[config.mk]
export PLATFORM = sky130hd
export DESIGN_NAME = pbs_port
export DESIGN_NICKNAME = d
export VERILOG_FILES = /design/src/rtl/pbs_pkg.sv /design/src/rtl/pbs_port.sv /design/src/rtl/pbs_ee_loader.sv
export SDC_FILE = /design/constraint.sdc
export NUM_CORES = 1
export LEC_CHECK = 0
export ABC_AREA = 1
export BUFFER_PORTS_ARGS = -buffer_cell sky130_fd_sc_hd__buf_2
export CAP_MARGIN = 25
export CELL_PAD_IN_SITES_DETAIL_PLACEMENT = 1
export CELL_PAD_IN_SITES_GLOBAL_PLACEMENT = 1
export CORE_UTILIZATION = 35
export DETAILED_ROUTE_END_ITERATION = 8
export GPL_TIMING_DRIVEN = 0
export PLACE_DENSITY_LB_ADDON = 0.2
export SLEW_MARGIN = 25
export SYNTH_ARGS = -nofsm -noshare
export SYNTH_HDL_FRONTEND = slang
export SYNTH_HIERARCHICAL = 1
export SYNTH_SLANG_ARGS = --single-unit
export TNS_END_PERCENT = 1
[constraint.sdc]
create_clock -name i_clk_sys -period 2.55 [get_ports i_clk_sys]
set_input_delay 0.255 -clock i_clk_sys [delete_from_list [all_inputs] [get_ports i_clk_sys]]
set_output_delay 0.255 -clock i_clk_sys [all_outputs]
set_load 0.01 [all_outputs]
[src/rtl/pbs_pkg.sv]
/*
 * Constants shared by the packet-buffer SRAM port and its EEPROM loader.
 * Assumes a single 25 MHz system clock and an asynchronous high reset.
 */
package pbs_pkg;
	// ----------------------------------------------------------------
	// Widths and pin positions
	// ----------------------------------------------------------------
	localparam int ADDR_W   = 20;
	localparam int DATA_W   = 16;
	localparam int ADDR_MSB = 19;
	localparam int RXD_LSB  = 16;
	localparam int RXD_W    = 4;
	localparam int EE_DO_B  = 2;
	localparam int EE_DI_B  = 1;
	localparam int EE_CK_B  = 0;
	localparam int EE_W     = 3;
	localparam int HI_LANE  = 1;
	localparam int LO_LANE  = 0;

	// ----------------------------------------------------------------
	// Loader timing and sizes
	// ----------------------------------------------------------------
	localparam int EE_CK_HALF = 4;
	localparam int EE_CMD_W   = 11;
	localparam int EE_WORDS   = 8;
	localparam logic [EE_CMD_W-1:0] EE_CMD_READ = 11'h600;

	// ----------------------------------------------------------------
	// Port states
	// ----------------------------------------------------------------
	typedef enum logic [1:0] {
		PBS_IDLE,
		PBS_ACCESS,
		PBS_DONE
	} pbs_state_type;
endpackage : pbs_pkg

[src/rtl/pbs_port.sv]
/*
 * Packet-buffer SRAM port: address, data and strobes to an external
 * SRAM, with the low address pins shared by the EEPROM autoload and the
 * upper pins lent to MII receive data in MII mode.
 * Assumes the bus grant comes from the host asynchronously and that the
 * internal requester holds its request until o_done.
 */
//
// Operation
// Grant low floats every buffer address output except pins 1..0, which autoload drives.
// MII mode turns address pins 19..16 into receive data inputs.
// After reset, autoload samples EEPROM serial data on address pin 2.
// During autoload, serial data to EEPROM goes out on address pin 1.
// During autoload, EEPROM shift clock goes out on address pin 0.
// After autoload, pins 2..0 return to address; 20-bit address.
// Bidirectional 16-bit buffer data bus.
// Read strobe low only during read accesses.
// Chip select low for every read or write access.
// Byte write enables low in writes; bit 1 high byte, bit 0 low.
// Raise request to get bus; host grants with acknowledge high.
// Grant low floats the whole buffer interface except address pins 1..0 during autoload.
// No access starts until autoload is finished.
`timescale 1ns/1ps
module pbs_port
	import pbs_pkg::*;
(
	input  wire logic                       i_clk_sys,
	input  wire logic                       i_rst,
	input  wire logic                       i_mii_mode,
	input  wire logic                       i_bus_grant_ack,
	output logic                            o_bus_request,
	input  wire logic                       i_req,
	input  wire logic                       i_write,
	input  wire logic [pbs_pkg::ADDR_W-1:0] i_addr,
	input  wire logic [pbs_pkg::DATA_W-1:0] i_wdata,
	input  wire logic [1:0]                 i_byte_en,
	output logic                            o_done,
	output logic [pbs_pkg::DATA_W-1:0]      o_rdata,
	output logic [pbs_pkg::RXD_W-1:0]       o_mii_rxd,
	output logic                            o_load_busy,
	output logic                            o_cfg_valid,
	output logic [pbs_pkg::DATA_W-1:0]      o_cfg_word,
	input  wire logic [pbs_pkg::ADDR_W-1:0] i_buffer_addr,
	output logic [pbs_pkg::ADDR_W-1:0]      o_buffer_addr,
	output logic [pbs_pkg::ADDR_W-1:0]      o_buffer_addr_oe,
	input  wire logic [pbs_pkg::DATA_W-1:0] i_buffer_data,
	output logic [pbs_pkg::DATA_W-1:0]      o_buffer_data,
	output logic                            o_buffer_data_oe,
	output logic                            o_buffer_select_n,
	output logic                            o_buffer_select_n_oe,
	output logic                            o_buffer_read_strobe_n,
	output logic                            o_buffer_read_strobe_n_oe,
	output logic [1:0]                      o_buffer_byte_write_n,
	output logic [1:0]                      o_buffer_byte_write_n_oe
);
	import pbs_pkg::*;

	pbs_state_type           state_r;
	logic [1:0]              gnt_sync_r;
	logic [1:0]              do_sync_r;
	logic [RXD_W-1:0]        rxd_s1_r;
	logic [RXD_W-1:0]        rxd_s2_r;
	logic                    granted;
	logic                    ee_do;
	logic                    ee_di;
	logic                    ee_ck;
	logic                    ld_busy;
	logic [ADDR_W-1:0]       addr_r;
	logic [DATA_W-1:0]       wdata_r;
	logic                    wr_r;
	logic [1:0]              be_r;
	logic                    take;

	assign granted = gnt_sync_r[1];
	assign ee_do = do_sync_r[1];
	assign o_load_busy = ld_busy;

	// ----------------------------------------------------------------
	// Input synchronisers
	// ----------------------------------------------------------------
	// Grant comes from the host's clock; two flops before any use
	always_ff @(posedge i_clk_sys or posedge i_rst)
	begin
		if (i_rst)
			gnt_sync_r <= '0;
		else
			gnt_sync_r <= {gnt_sync_r[0], i_bus_grant_ack};
	end

	// The EEPROM answers on its own clock edges, not on ours
	always_ff @(posedge i_clk_sys or posedge i_rst)
	begin
		if (i_rst)
			do_sync_r <= '0;
		else
			do_sync_r <= {do_sync_r[0], i_buffer_addr[EE_DO_B]};
	end

	// Receive nibble comes from the external transceiver's clock
	always_ff @(posedge i_clk_sys or posedge i_rst)
	begin
		if (i_rst)
		begin
			rxd_s1_r <= '0;
			rxd_s2_r <= '0;
		end
		else
		begin
			rxd_s1_r <= i_buffer_addr[RXD_LSB +: RXD_W];
			rxd_s2_r <= rxd_s1_r;
		end
	end

	// Pin 19 carries RXD0, so the nibble is bit-reversed
	always_comb
	begin
		for (int k = 0; k < RXD_W; k++)
			o_mii_rxd[k] = rxd_s2_r[RXD_W-1-k];
	end

	// ----------------------------------------------------------------
	// EEPROM autoload
	// ----------------------------------------------------------------
	pbs_ee_loader pbs_ee_loader_i (
		.i_clk_sys            (i_clk_sys),
		.i_rst                (i_rst),
		.i_eeprom_serial_in   (ee_do),
		.o_eeprom_serial_out  (ee_di),
		.o_eeprom_shift_clock (ee_ck),
		.o_busy               (ld_busy),
		.o_word_valid         (o_cfg_valid),
		.o_word               (o_cfg_word)
	);

	// ----------------------------------------------------------------
	// Access sequencer: one cycle of strobes per access, then done
	// ----------------------------------------------------------------
	assign take = state_r == PBS_IDLE && i_req && granted
		&& !ld_busy;

	always_ff @(posedge i_clk_sys or posedge i_rst)
	begin
		if (i_rst)
			state_r <= PBS_IDLE;
		else
		begin
			unique case (state_r)
				PBS_IDLE:
					if (take)
						state_r <= PBS_ACCESS;
				PBS_ACCESS:
					state_r <= PBS_DONE;
				PBS_DONE:
					state_r <= PBS_IDLE;
			endcase
		end
	end

	// Request is latched at the take so the pins hold still for the access
	always_ff @(posedge i_clk_sys or posedge i_rst)
	begin
		if (i_rst)
		begin
			addr_r <= '0;
			wdata_r <= '0;
			wr_r <= 1'b0;
			be_r <= '0;
		end
		else if (take)
		begin
			addr_r <= i_addr;
			wdata_r <= i_wdata;
			wr_r <= i_write;
			be_r <= i_byte_en;
		end
	end

	// SRAM read data is captured at the end of the strobe cycle
	always_ff @(posedge i_clk_sys or posedge i_rst)
	begin
		if (i_rst)
			o_rdata <= '0;
		else if (state_r == PBS_ACCESS && !wr_r)
			o_rdata <= i_buffer_data;
	end

	assign o_done = (state_r == PBS_DONE);
	assign o_bus_request = i_req && !ld_busy;

	// ----------------------------------------------------------------
	// Pin drive; strobes idle high, all but autoload pins 1..0 float without grant
	// ----------------------------------------------------------------
	always_comb
	begin
		o_buffer_addr = addr_r;
		o_buffer_addr_oe = {ADDR_W{granted}};
		if (ld_busy)
		begin
			o_buffer_addr[EE_DI_B] = ee_di;
			o_buffer_addr[EE_CK_B] = ee_ck;
			o_buffer_addr_oe[EE_DO_B] = 1'b0;
			o_buffer_addr_oe[EE_DI_B] = 1'b1;
			o_buffer_addr_oe[EE_CK_B] = 1'b1;
		end
		if (i_mii_mode)
			o_buffer_addr_oe[ADDR_MSB -: RXD_W] = '0;
	end

	// One lane's write enable: low only in a write access with that lane on
	function automatic logic lane_write_n(
		input pbs_state_type st,
		input logic          wr,
		input logic          en
	);
		return !(st == PBS_ACCESS && wr && en);
	endfunction : lane_write_n

	always_comb
	begin
		o_buffer_select_n = !(state_r == PBS_ACCESS);
		o_buffer_read_strobe_n = !(state_r == PBS_ACCESS && !wr_r);
		o_buffer_byte_write_n[HI_LANE] =
			lane_write_n(state_r, wr_r, be_r[HI_LANE]);
		o_buffer_byte_write_n[LO_LANE] =
			lane_write_n(state_r, wr_r, be_r[LO_LANE]);
		o_buffer_data = wdata_r;
		o_buffer_data_oe = granted && state_r == PBS_ACCESS && wr_r;
		o_buffer_select_n_oe = granted;
		o_buffer_read_strobe_n_oe = granted;
		o_buffer_byte_write_n_oe = {2{granted}};
	end
endmodule : pbs_port

[src/rtl/pbs_ee_loader.sv]
/*
 * Serial EEPROM autoload engine: sends a read command and shifts in a
 * fixed number of 16-bit words after reset, then reports done.
 * Assumes the data-out pin is already synchronised by the caller.
 */
`timescale 1ns/1ps
module pbs_ee_loader
	import pbs_pkg::*;
#(
	parameter int WORDS = EE_WORDS
)(
	input  wire logic              i_clk_sys,
	input  wire logic              i_rst,
	input  wire logic              i_eeprom_serial_in,
	output logic                   o_eeprom_serial_out,
	output logic                   o_eeprom_shift_clock,
	output logic                   o_busy,
	output logic                   o_word_valid,
	output logic [DATA_W-1:0]      o_word
);
	import pbs_pkg::*;

	localparam int TOT   = EE_CMD_W + WORDS * DATA_W;
	localparam int DIV_W = $clog2(EE_CK_HALF);
	localparam int BIT_W = $clog2(TOT + 1);

	logic [DIV_W-1:0]              div_r;
	logic [BIT_W-1:0]              bit_r;
	logic [EE_CMD_W-1:0]           cmd_r;
	logic [$clog2(DATA_W)-1:0]     bcnt_r;
	logic                          half_end;
	logic                          rise;
	logic                          fall;

	assign half_end = div_r == DIV_W'(EE_CK_HALF - 1);
	assign rise = o_busy && !o_eeprom_shift_clock && half_end;
	assign fall = o_busy && o_eeprom_shift_clock && half_end;

	// ----------------------------------------------------------------
	// Shift clock divider; stops once the load completes
	// ----------------------------------------------------------------
	always_ff @(posedge i_clk_sys or posedge i_rst)
	begin
		if (i_rst)
		begin
			div_r <= '0;
			o_eeprom_shift_clock <= 1'b0;
		end
		else if (!o_busy)
			o_eeprom_shift_clock <= 1'b0;
		else if (half_end)
		begin
			div_r <= '0;
			o_eeprom_shift_clock <= ~o_eeprom_shift_clock;
		end
		else
			div_r <= div_r + 1'b1;
	end

	// ----------------------------------------------------------------
	// Bit sequencing: command out, then data in on rising edges
	// ----------------------------------------------------------------
	// Command bits change on the falling edge, so each one has half a
	// period of setup before the EEPROM samples it on the rise
	always_ff @(posedge i_clk_sys or posedge i_rst)
	begin
		if (i_rst)
		begin
			cmd_r <= {EE_CMD_READ[EE_CMD_W-2:0], 1'b0};
			o_eeprom_serial_out <= EE_CMD_READ[EE_CMD_W-1];
		end
		else if (fall)
		begin
			o_eeprom_serial_out <= cmd_r[EE_CMD_W-1];
			cmd_r <= {cmd_r[EE_CMD_W-2:0], 1'b0};
		end
	end

	always_ff @(posedge i_clk_sys or posedge i_rst)
	begin
		if (i_rst)
		begin
			o_busy <= 1'b1;
			bit_r <= '0;
			bcnt_r <= '0;
			o_word <= '0;
			o_word_valid <= 1'b0;
		end
		else
		begin
			o_word_valid <= 1'b0;
			if (rise)
			begin
				if (bit_r >= BIT_W'(EE_CMD_W))
				begin

					o_word <= {o_word[DATA_W-2:0], i_eeprom_serial_in};
					bcnt_r <= bcnt_r + 1'b1;
					o_word_valid <= (bcnt_r == '1);
				end
				if (bit_r == BIT_W'(TOT - 1))
					o_busy <= 1'b0;
				bit_r <= bit_r + 1'b1;
			end
		end
	end
endmodule : pbs_ee_loader

After elaboration in Yosys (flattened, before gate mapping):

Index checks and enable logic that the tools add are counted.

* bitwise logic cells: 1
* $lt $le $gt $ge: 1
* reductions and logical operators: 24
* add/sub/neg operators: 3
* multiplexer cells: 10
* eq/ne operators: 7

Operators with widths (count)
* logical AND 1 bit: 14
* adder 8 x 1 -> 8 bit (second input constant): 1
* equality test 8 bit (second input constant): 1
* greater-or-equal comparator 8 x 4 -> 1 bit (second input constant): 1
* logical NOT 1 bit: 7
* 2-to-1 mux 2 bit: 3
* one-hot mux 2 bit (3 select lines): 1
* adder 4 x 1 -> 4 bit (second input constant): 1
* equality test 2 bit (second input constant): 2
* equality test 4 bit (second input constant): 1
* 2-to-1 mux 1 bit: 4
* 2-to-1 mux 4 bit: 1
* != test 2 bit (second input constant): 2
* AND reduction 2 bit: 2
* 2-to-1 mux 3 bit: 1
* adder 2 x 1 -> 2 bit (second input constant): 1
* equality test 2 x 1 -> 1 bit (second input constant): 1
* logical NOT 2 bit: 1
* inverter 1 bit: 1

* output and inout port bits: 105
* word-level logic and storage cells: 65
* register bits: 104
* input port bits: 80

Logic depth before layout (Yosys ltp):

Gate-level depths: netlist (run 1).

* depth after elaboration: 6
* mapped depth: 8

Hierarchy:

The synthesis (run 1) kept the hierarchy.

Modules (own cells, without submodules)
* pbs_port: times used 1, area each 3074.2 µm², cells each 320
* pbs_ee_loader: times used 1, area each 1612.8 µm², cells each 184

Worst setup path after synthesis (run 1):

OpenSTA, ideal clock, no wires.

* kind: register to output
* start point: register gnt_sync_r[1]
* end point: output port o_buffer_addr_oe[17] in the netlist's numbering
* stages on the path, launching flop included: 4
* arrival: 1226 ps
* data required time: 2295 ps
* slack: 1069 ps
* cell sequence: dfrtp_1 inv_1 nor2_1 buf_4

* cells in the longest elaborated chain, start to end: 1

Ends and longest elaborated chain
* start: declaration: RTL line pbs_port.sv:59 `logic [1:0] gnt_sync_r;`
* start signal: assignment: RTL line pbs_port.sv:87 `gnt_sync_r <= {gnt_sync_r[0], i_bus_grant_ack};`
* 2-to-1 mux 4 bit: RTL line pbs_port.sv:205 `if (i_mii_mode)`
* end: declaration: RTL line pbs_port.sv:45 `output logic [pbs_pkg::ADDR_W-1:0] o_buffer_addr_oe,`

Every way passes these cells.

Worst setup path after layout (run 1):

* start point: register state_r[1]
* end point: output port o_buffer_read_strobe_n

* cells in the longest elaborated chain, start to end: 3

Ends and longest elaborated chain
* start: declaration: RTL line pbs_port.sv:58 `pbs_state_type state_r;`
* start signal: assignment: RTL line pbs_port.sv:144 `state_r <= PBS_IDLE;`
* start signal: assignment: RTL line pbs_port.sv:150 `state_r <= PBS_ACCESS;`
* start signal: assignment: RTL line pbs_port.sv:152 `state_r <= PBS_DONE;`
* equality test 2 x 1 -> 1 bit: RTL line pbs_port.sv:221 `o_buffer_read_strobe_n = !(state_r == PBS_ACCESS && !wr_r);`
* logical AND 1 bit: RTL line pbs_port.sv:221
* logical NOT 1 bit: RTL line pbs_port.sv:221
* end: declaration: RTL line pbs_port.sv:51 `output logic o_buffer_read_strobe_n,`

Every way passes these cells.

==> results of run 1 <==
critical path: cells and delay by family, from the launching register on:
kind / cells / cell delay (ns)
fa+ha+maj: 1 / 0.24
simple gates: 1 / 0.22
buf+inv: 5 / 0.59
flops: 1 / 0.40
placed cells by master, fill, tap and decap left out:
master           n
inv_2            4
nand3_1         70
clkbuf_8         2
nand4_1          2
or2_1            1
nor3b_1          1
inv_4            1
nor2_1           9
clkbuf_16        9
xor2_1           4
buf_4           43
clkinv_4         1
dlygate4sd3_1    2
buf_12           3
buf_2          177
o21ai_2         16
nor2_2           3
or2_2            1
mux2_2           3
nand2_1        170
o21ai_1          1
nand3b_1         3
inv_1           32
nand2_2          4
ha_1             8
nand3_4          1
o21ai_0          3
dfrtp_1        101
buf_6            4
clkinv_2         3
clkbuf_2         1
dfstp_2          3
clkbuf_1         3
a21oi_1          1
state kept, by name (all words and copies together) (netlist names), 4 cells and up:
name                    count
pbs_ee_loader_i/bit_r       8
addr_r                     20
rxd_s1_r                    4
o_buffer_data              16
o_rdata                    16
pbs_ee_loader_i/bcnt_r      4
rxd_s2_r                    4
pbs_ee_loader_i/o_word     16
worst max-delay path by stage:
stage,from,slack (ns),to,depth (start not counted)
floorplan,i_rst,0.56,addr_r[0],1
global placement,i_rst,-0.44,o_rdata[8],2
detailed placement,gnt_sync_r[1],0.84,o_buffer_addr_oe[17],4
CTS,gnt_sync_r[1],0.46,o_buffer_addr_oe[17],4
global route,gnt_sync_r[1],0.33,o_buffer_addr_oe[17],4
finish,state_r[1],0.50,o_buffer_read_strobe_n,7
synth_stat cells (2+ instances only):
library cell / instances / area, um2
dfstp_2: 3 / 78.8
o21ai_0: 3 / 15.0
nand4_1: 2 / 12.5
nand2_1: 170 / 638
buf_4: 43 / 323
dfrtp_1: 101 / 2530
inv_2: 3 / 11.3
nor2_2: 3 / 18.8
nand3_1: 70 / 350
nand3b_1: 3 / 22.5
mux2_2: 3 / 33.8
nand2_2: 4 / 25.0
buf_6: 4 / 45.0
clkbuf_1: 3 / 11.3
buf_2: 8 / 40.0
ha_1: 8 / 100
buf_12: 2 / 40.0
inv_1: 34 / 128
nor2_1: 9 / 33.8
o21ai_2: 16 / 140
xor2_1: 4 / 35.0
cells by family (layout without fill, tap and decap cells):
logic type,after synthesis,count (layout)
AO/OA/AOI/OAI,21,21
XOR/XNOR,4,4
adder cells (fa/ha/maj),8,8
buffers and inverters,99,285
flip-flops,104,104
multiplexers,3,3
AND/OR/NAND/NOR,265,265
metal layers:
layer	share of wire [%]	global-route usage (%)	vias to the layer above
li1	-	-	1902
met1	39	20.6	1904
met5	0.11	0	-
met2	53	34.3	79
met4	1.3	5.13	2
met3	6.2	6.73	16
per-stage QoR:
step | setup TNS (ns) | instances | utilization [%]
floorplan | 0 | 504 | -
global placement | -30.36 | 845 | 44.8
detailed placement | 0 | 846 | 45.0
CTS | 0 | 862 | 47.3
global route | 0 | 862 | 47.3
finish | 0 | 862 | 47.3
power groups by stage:
stage	registers, mW	clock network (mW)	logic (mW)
2_1_floorplan	2.45	0	1.19
3_3_place_gp	2.34	0	2.00
3_5_place_dp	2.36	0	2.09
4_1_cts	2.34	1.34	2.10
5_1_grt	2.39	1.40	2.27
6_report	2.33	1.29	2.05
cell type report:
type,count,area (um2)
tap,172,215
clock inverter,3,18.8
inverter,38,146
clock buffer,11,253
timing repair buffer,172,886
buffer,61,464
multi-input combinational,301,1470
fill,1572,6760
sequential,104,2610
==> run metrics, run 1 <==
status=completed; Final Cell Area=6060 um2; max-cap violations=0; reg2reg end=addr_r[3]; r2r setup slk=about 0.89 ns; CTS Buf Count=9; Core ar.=12800 um2; Root Buffer=clkbuf_16; gr ovfl total=0; Final Hold Viols=0; mux contribution to synthesized area=0.721%; nets@finish=775; CP max-delay cell=dfrtp_1; RePlAce Congestion=0.726; Pwr Total=5.66 mW; total net switching power=between 1.5 and 2 mW; Placed Area=~5800 um2; drt wl/cell=14.3 um; worst-case reg-to-reg path depth=5; setup slack after layout=about 0.50 ns; Die Ht=118 um; worst vdd rail ir drop=between 0.5 and 0.6 mV; initial drt markers=118; vias per cell=~4.5; fin crit share=80.4%; skew final=0.0101 ns; largest net degree at the start of global routing=38; Max Slew Vio Count=0; RSZ-0062 raised after global routing=no; clock buffer depth=2; max incr delay on CP=0.40 ns; diode count=0; post-detail-place hpwl=approximately 9400 um; HP Class=primary input to flop; Clk pwr share=22.7%; Layout area overhead=29.3%; Mapped Area=4690 um2; Initial DRT Pass Iterations=4; setup bufs post-CTS=0; sequential area share after synthesis=roughly 56%; Hold Crit Start=i_buffer_addr[2]; Synth Area in Compound Gates=3.52%; Yosys reg bits=104; Worst Hold End=do_sync_r[0]; hold buffer count at cts=2; Post-Synth XOR/XNOR Area=0.747%; Worst Max-Slew Pin Slew=0.747 ns; first-pass GRT wire length=20800 um; sequential fraction of design power=41.1%; DRC=0; I/O pin cnt=185; Yosys cell types=29; largest family of logic cells by synthesized area=simple AND/OR/NAND/NOR gates; WP data required=between 2 and 2.5 ns; share of cells above drive strength 1=40.4%; Cell Int Power=3.73 mW; initial antenna violation count=1; Post-Syn Nets=592; Top FF cell, synth=dfrtp_1; Fmax=488 MHz; CP arrival=1.80 ns; Syn Area/Cell=~9.3 um2; P per Cell Area=a little over 900 nW/um2; GR Util All Layers=between 10% and 20%; CTS clk-pin slew, worst paths=approximately 0.06 ns; Die Width=118 um; hold depth=1; CP Max Fanout=10; I/O Buffers=169; RR Startpoint=gnt_sync_r[1]; switching portion of total power=34.2%; fin crit period=2.05 ns; fraction of the mapped netlist area in adder cells=2.14%; final setup violating endpoints=0; Die ar.=13900 um2; Final ANT Viol Nets=0; Initial Utilization=a little over a third; synth warn=6; Row Count=41; TritonCTS clock tree=built; Post-Synth Simple-Gate Area=24.3%; FFs w/ async S/R, synth=between 90% and 100%; hold_ws=0.0173 ns; aggregate routed wire length=12400 um; Comb pwr share=36.2%; via count=3903; vias in the first global route=a little over 4000; critical-path cell list=inv_1 > ha_1 > inv_2 > or2_1 > buf_6 > buf_12 > buf_2; crit end category=primary output; crit start category=flop; cell count after synthesis=504; CTS sink cnt=104; CTS resizes=0; kind of critical path=flop to primary output; Worst-Skew Late Latency=approximately 0.35 ns; P_leak=approximately 3.5 nW; EDFF count, synth=0; htree depth=3; relative slew slack=50.1%; pre-CTS setup slack=0.841 ns
(Power assumes the default switching activity.)
==> run 2: changes to the inputs <==
- clock period: 2.55 -> 1.9 ns (I/O delays scaled with it)
==> run metrics, run 2 (synthesis results as in run 1) <==
status=completed (unchanged); Cell Int Power=5.27 mW (was 3.73 mW); final setup violating endpoints=0 (unchanged); P_leak=3.53 nW (was 3.47 nW); worst-case reg-to-reg path depth=8 (was 5); via count=3922 (was 3903); Worst Path Buf+Inv=4 (was 5); max-cap violations=0 (unchanged); Initial DRT Pass Iterations=4 (unchanged); CTS sink cnt=104 (unchanged); critical-path cell list=inv_2 > ha_4 > inv_2 > or2_4 > buf_12 > buf_4 (was inv_1 > ha_1 > inv_2 > or2_1 > buf_6 > buf_12 > buf_2); crit end category=primary output (unchanged); CTS clk-pin slew, worst paths=0.07 ns (was 0.06 ns); GR Util All Layers=19.3% (was 18.9%); top cell family by delay on the critical path=buffers and inverters (unchanged); r2r setup slk=0.21 ns (was 0.89 ns); drt wl/cell=14.5 um (was 14.3 um); clock buffer depth=2 (unchanged); Final ANT Viol Nets=0 (unchanged); CP Depth=6 (was 7); kind of critical path=flop to primary output (unchanged); I/O Buffers=169 (unchanged); DRC=0 (unchanged); skew final=0.00918 ns (was 0.0101 ns); initial drt markers=120 (was 118); largest net degree at the start of global routing=36 (was 38); total net switching power=2.70 mW (was 1.93 mW); TritonCTS clock tree=built (unchanged); max FFs per register=20 (unchanged); CP Max Fanout=10 (unchanged); Fmax=554 MHz; Die Width=118 um (unchanged); most common cell after layout, fill and taps aside=buf_2 (unchanged); Core ar.=12800 um2 (unchanged); first-pass GRT wire length=21000 um (was 20800 um); RePlAce Congestion=0.743 (was 0.726); HP Class=primary input to flop (unchanged); setup slack after layout=0.0945 ns (was 0.499 ns); post-detail-place hpwl=9410 um (was 9400 um); Layout area overhead=32.7% (was 29.3%); max incr delay on CP=0.40 ns (about the same); CP max-delay cell=dfrtp_1 (unchanged); fin crit share=95.0%; share of cells above drive strength 1=41.4% (was 40.4%); RSZ-0062 raised after global routing=no (unchanged); Max Slew Vio Count=0 (unchanged); Row Count=41 (unchanged); vias in the first global route=4093 (was 4131); Hold Crit Start=i_addr[11] (was i_buffer_addr[2]); fin crit period=1.81 ns; Worst Hold End=addr_r[11] (was do_sync_r[0]); pre-CTS setup slack=0.219 ns (was 0.841 ns); RR Startpoint=state_r[1] (was gnt_sync_r[1]); hold_ws=0.0661 ns (was 0.0173 ns); diode count=0 (unchanged); Worst-Skew Late Latency=0.35 ns (about the same); Largest Register=addr_r (unchanged); Clk pwr share=25.2% (was 22.7%); reg2reg end=addr_r[2] (was addr_r[3]); crit start category=flop (unchanged); nets@finish=784 (was 775); relative slew slack=50.0% (was 50.1%); sequential fraction of design power=39.5% (was 41.1%); CTS Buf Count=9 (unchanged); Comb pwr share=35.3% (was 36.2%); Die ar.=13900 um2 (unchanged); vias per cell=4.49 (was 4.53); Worst Max-Slew Pin Slew=0.749 ns (was 0.747 ns); CP arrival=1.62 ns (was 1.80 ns); Final Hold Viols=0 (unchanged); WP data required=1.71 ns (was 2.30 ns); Die Ht=118 um (unchanged); initial antenna violation count=1 (unchanged); gr ovfl total=0 (unchanged); worst vdd rail ir drop=0.688 mV (was 0.598 mV); hold depth=3 (was 1); aggregate routed wire length=12700 um (was 12400 um); most frequent cells in the layout=buf_2 (176), nand2_1 (170), dfrtp_1 (99) (was buf_2 (177), nand2_1 (170), dfrtp_1 (101)); switching portion of total power=33.8% (was 34.2%); most frequent CP cell=inv_2; Pwr Total=7.97 mW (was 5.66 mW); Initial Utilization=36.5% (unchanged); htree depth=3 (unchanged); P per Cell Area=1280 nW/um2 (was 934 nW/um2); Root Buffer=clkbuf_16 (unchanged); I/O pin cnt=185 (unchanged)
[run 2: changes by cell type in the layout (fill, tap and decap cells not counted), sizes merged]
cell	before	now
clkinvlp	0	3
dlygate4sd3	2	7
clkinv	4	3
buf	227	231
bufinv	0	2
clkbuf	15	13
[run 2: per-layer routing]
layer	share of wire, %	global-route usage [%]
met1	42	22.7
met2	51	33.2
met3	6.1	6.93
met4	1.2	5.29
met5	0.063	0
[run 2: area by class of cell]
type                    count  area (um2)
plain buffers              60         453
clock buffers               9         225
clock inverters             7        93.8
fillers                  1593        6610
inverters                  38         148
multi-input cells         301        1490
flip-flops and latches    104        2610
well taps                 172         215
repair buffers            182         988
[run 2: timing repair]
| action | CTS | global route |
|---|---|---|
| hold buffers | 7 | 0 |
| setup endpoints to repair | 5 | 1 |
| gates resized for setup | 4 | 3 |
| setup buffers | 0 | 4 |
| hold endpoints to repair | 26 | 0 |
| pin swaps | 0 | 0 |
[run 2: how the worst max path moves through the flow]
stage / start / endpoint / slack, ns
after CTS: state_r[1] / o_buffer_read_strobe_n / -0.06
after global placement: state_r[1] / o_buffer_read_strobe_n / 0.28
after floorplan: state_r[1] / o_rdata[0] / 0.48
after global routing: gnt_sync_r[1] / o_buffer_addr_oe[19] / 0.002
final: state_r[1] / o_buffer_read_strobe_n / 0.09
after detailed placement: gnt_sync_r[1] / addr_r[2] / 0.22
[run 2: power groups by stage]
stage                     combinational (mW)  sequential (mW)  clock [mW]
final                                   2.82             3.15        2.01
after global routing                    3.13             3.22        2.17
after CTS                               2.82             3.15        2.08
after detailed placement                2.78             3.17           0
after global placement                  2.70             3.15           0
after floorplan                         1.60             3.28           0
[run 2: stage by stage]
stage,cell area [um2],utilization [%],setup TNS [ns],cells
global route,6220,48.5,0,873
global placement,5750,44.8,0,845
CTS,6190,48.3,-0.0551,870
detailed placement,5790,45.2,0,847
finish,6220,48.5,0,873
floorplan,4690,-,0,504
[run 2: worst min-delay path: stages]
cell,delay [ns]
buf_2,0.08
nand3_1,0.06
nand2_1,0.06
==> run 3: changes to the inputs <==
- ABC_AREA: 1 -> unset
- CORE_UTILIZATION: 35 -> 38
==> run metrics, run 3 <==
drt wl/cell=15.5 um (was 14.5 um); post-detail-place hpwl=7400 um (was 9410 um); RePlAce Congestion=0.731 (was 0.743); Yosys reg bits=104 (unchanged); synth warn=6 (unchanged); top-count cell post-synth=dfrtp_1 (was nand2_1); Row Count=38 (was 41); I/O Buffers=169 (unchanged); DRC=0 (unchanged); diode count=0 (unchanged); clock buffer depth=2 (unchanged); worst vdd rail ir drop=0.975 mV (was 0.688 mV); Syn Area/Cell=15.0 um2 (was 9.30 um2); Final ANT Viol Nets=0 (unchanged); CP Max Fanout=13 (was 10); Final Cell Area=5890 um2 (was 6220 um2); HP Class=primary input to flop (unchanged); synth top area cells=dfrtp_1 (57%), mux2_2 (15%), buf_4 (6.5%) (was dfrtp_1 (54%), nand2_1 (14%), nand3_1 (7.5%)); Initial Utilization=39.8% (was 36.5%); initial antenna violation count=0 (was 1); FFs w/ async S/R, synth=100% (unchanged); Worst-Skew Late Latency=0.34 ns (was 0.35 ns); P_leak=3.12 nW (was 3.53 nW); Worst Max-Slew Pin Slew=0.712 ns (was 0.749 ns); Top FF cell, synth=dfrtp_1 (unchanged); first-pass GRT wire length=15700 um (was 21000 um); P per Cell Area=1290 nW/um2 (was 1280 nW/um2); Max Slew Vio Count=0 (unchanged); EDFF count, synth=0 (unchanged); status=completed (unchanged); fin crit share=92.2% (was 95.0%); via count=2857 (was 3922); initial drt markers=47 (was 120); most frequent cells in the layout=buf_2 (171), dfrtp_1 (100), mux2_2 (60) (was buf_2 (176), nand2_1 (170), dfrtp_1 (99)); GR Util All Layers=17.6% (was 19.3%); Yosys top cell by area=dfrtp_1 (unchanged); vias in the first global route=3109 (was 4093); relative slew slack=52.5% (was 50.0%); Worst Path Buf+Inv=1 (was 4); Root Buffer=clkbuf_16 (unchanged); most common cell after layout, fill and taps aside=buf_2 (unchanged); RSZ-0062 raised after global routing=no (unchanged); Post-Syn Nets=382 (was 592); synth cell count leaders=dfrtp_1 (101), mux2_2 (60), buf_4 (38) (was nand2_1 (170), dfrtp_1 (101), nand3_1 (70)); Mapped Area=4410 um2 (was 4690 um2); max-cap violations=0 (unchanged); CP max-delay cell=dfstp_2 (was dfrtp_1); WP data required=1.71 ns (about the same); fin crit period=1.75 ns (was 1.81 ns); largest net degree at the start of global routing=36 (unchanged); crit start category=flop (unchanged); Fin Setup TNS=0 ns (unchanged); Die ar.=12000 um2 (was 13900 um2); fin util=53.2% (was 48.5%); Fmax=571 MHz (was 554 MHz); Yosys cell types=38 (was 29); CTS Buf Count=9 (unchanged); Final Hold Viols=0 (unchanged); htree depth=3 (unchanged); pre-CTS setup slack=-0.229 ns (was 0.219 ns); Die Width=110 um (was 118 um); Layout area overhead=33.7% (was 32.7%); Initial DRT Pass Iterations=4 (unchanged); setup slack after layout=0.149 ns (was 0.0945 ns); Largest Register=addr_r (unchanged); share of cells above drive strength 1=66.9% (was 41.4%); top cell family by delay on the critical path=flip-flops (was buffers and inverters); crit end category=primary output (unchanged); I/O pin cnt=185 (unchanged); CP arrival=1.56 ns (was 1.62 ns); cell count after synthesis=294 (was 504); final setup violating endpoints=0 (unchanged); vias per cell=4.54 (was 4.49); skew final=0.0113 ns (was 0.00918 ns); CTS sink cnt=104 (unchanged); CTS clk-pin slew, worst paths=0.07 ns (about the same); kind of critical path=flop to primary output (unchanged); nets@finish=574 (was 784); Synth top area share=57.3% (was 53.9%); TritonCTS clock tree=built (unchanged); Placed Area=5510 um2 (was 5790 um2); Post-Place Cells=606 (was 847); aggregate routed wire length=9750 um (was 12700 um); max FFs per register=20 (unchanged); max incr delay on CP=0.71 ns (was 0.40 ns); gr ovfl total=0 (unchanged); sequential area share after synthesis=59.1% (was 55.6%); Finished Layout Cells=629 (was 873); Core ar.=11100 um2 (was 12800 um2); Die Ht=110 um (was 118 um); critical-path cell list=mux2_2 > buf_2 (was inv_2 > ha_4 > inv_2 > or2_4 > buf_12 > buf_4)
run 3: cell count changes after synthesis, moves of 5 or more:
cell / before / now
nand2_1: 170 / 3
nand3_1: 70 / 5
mux2_2: 3 / 60
inv_1: 34 / 8
mux2_4: 0 / 18
o21ai_2: 16 / 0
nor2_1: 9 / 2
buf_2: 8 / 2
buf_4: 43 / 38
run 3: routing by layer:
layer | vias to the layer above | global-route usage (%) | wire [um]
li1 | 1345 | - | -
met1 | 1421 | 19.8 | 3670
met2 | 84 | 30.6 | 5270
met3 | 7 | 7.59 | 698
met4 | 0 | 4.48 | 116
met5 | - | 0 | 0
run 3: kinds of logic (layout without fill, tap and decap cells):
family,Yosys count,after routing,synth area share [%]
buffers and inverters,54,249,8.60
adders and majority gates,8,8,2.27
DFF,104,104,59.1
muxes,79,79,21.7
AOI/OAI and AO/OA,7,7,1.33
xor gates and xnor gates,11,11,2.19
and+or+nand+nor,31,31,4.80
run 3: final cells by class:
class / instances / area, um2
buffer: 45 / 344
clock buffer: 11 / 253
clock inverter: 3 / 18.8
fill: 1192 / 5180
inverter: 8 / 33.8
multi-input combinational: 136 / 1450
sequential: 104 / 2610
tap: 140 / 175
timing repair buffer: 182 / 1010
run 3: power by group:
part	internal (mW)	switching, mW
Clock	0.943	0.758
Sequential	2.85	0.342
Combinational	1.54	1.14
run 3: path summary, 6_finish.rpt:
kind	startpoint	to	slack (ns)	cells after the start
setup / recovery	pbs_ee_loader_i/o_busy	o_buffer_addr[1]	0.15	2
hold / removal	i_wdata[4]	o_buffer_data[4]	0.08	2
setup reg to reg	pbs_ee_loader_i/o_busy	pbs_ee_loader_i/o_word[9]	0.20	4
hold reg to reg	do_sync_r[0]	do_sync_r[1]	0.35	0
max in group asynchronous	i_rst	addr_r[4]	0.79	6
min in group asynchronous	i_rst	addr_r[3]	0.34	3
run 3: timing repair:
| item | in CTS | in global routing |
|---|---|---|
| setup buffers | 3 | 0 |
| hold endpoints to repair | 11 | 0 |
| pin swaps | 1 | 0 |
| endpoints found under the setup margin | 30 | 15 |
| resized for setup | 3 | 3 |
| hold buffers | 7 | 0 |
run 3: stage by stage:
stage,hold slack (ns),power (mW)
after global routing,0.0607,8.06
after CTS,0.0625,7.69
final,0.0752,7.58
after global placement,0.299,5.75
after floorplan,0.221,4.87
after detailed placement,0.148,5.90
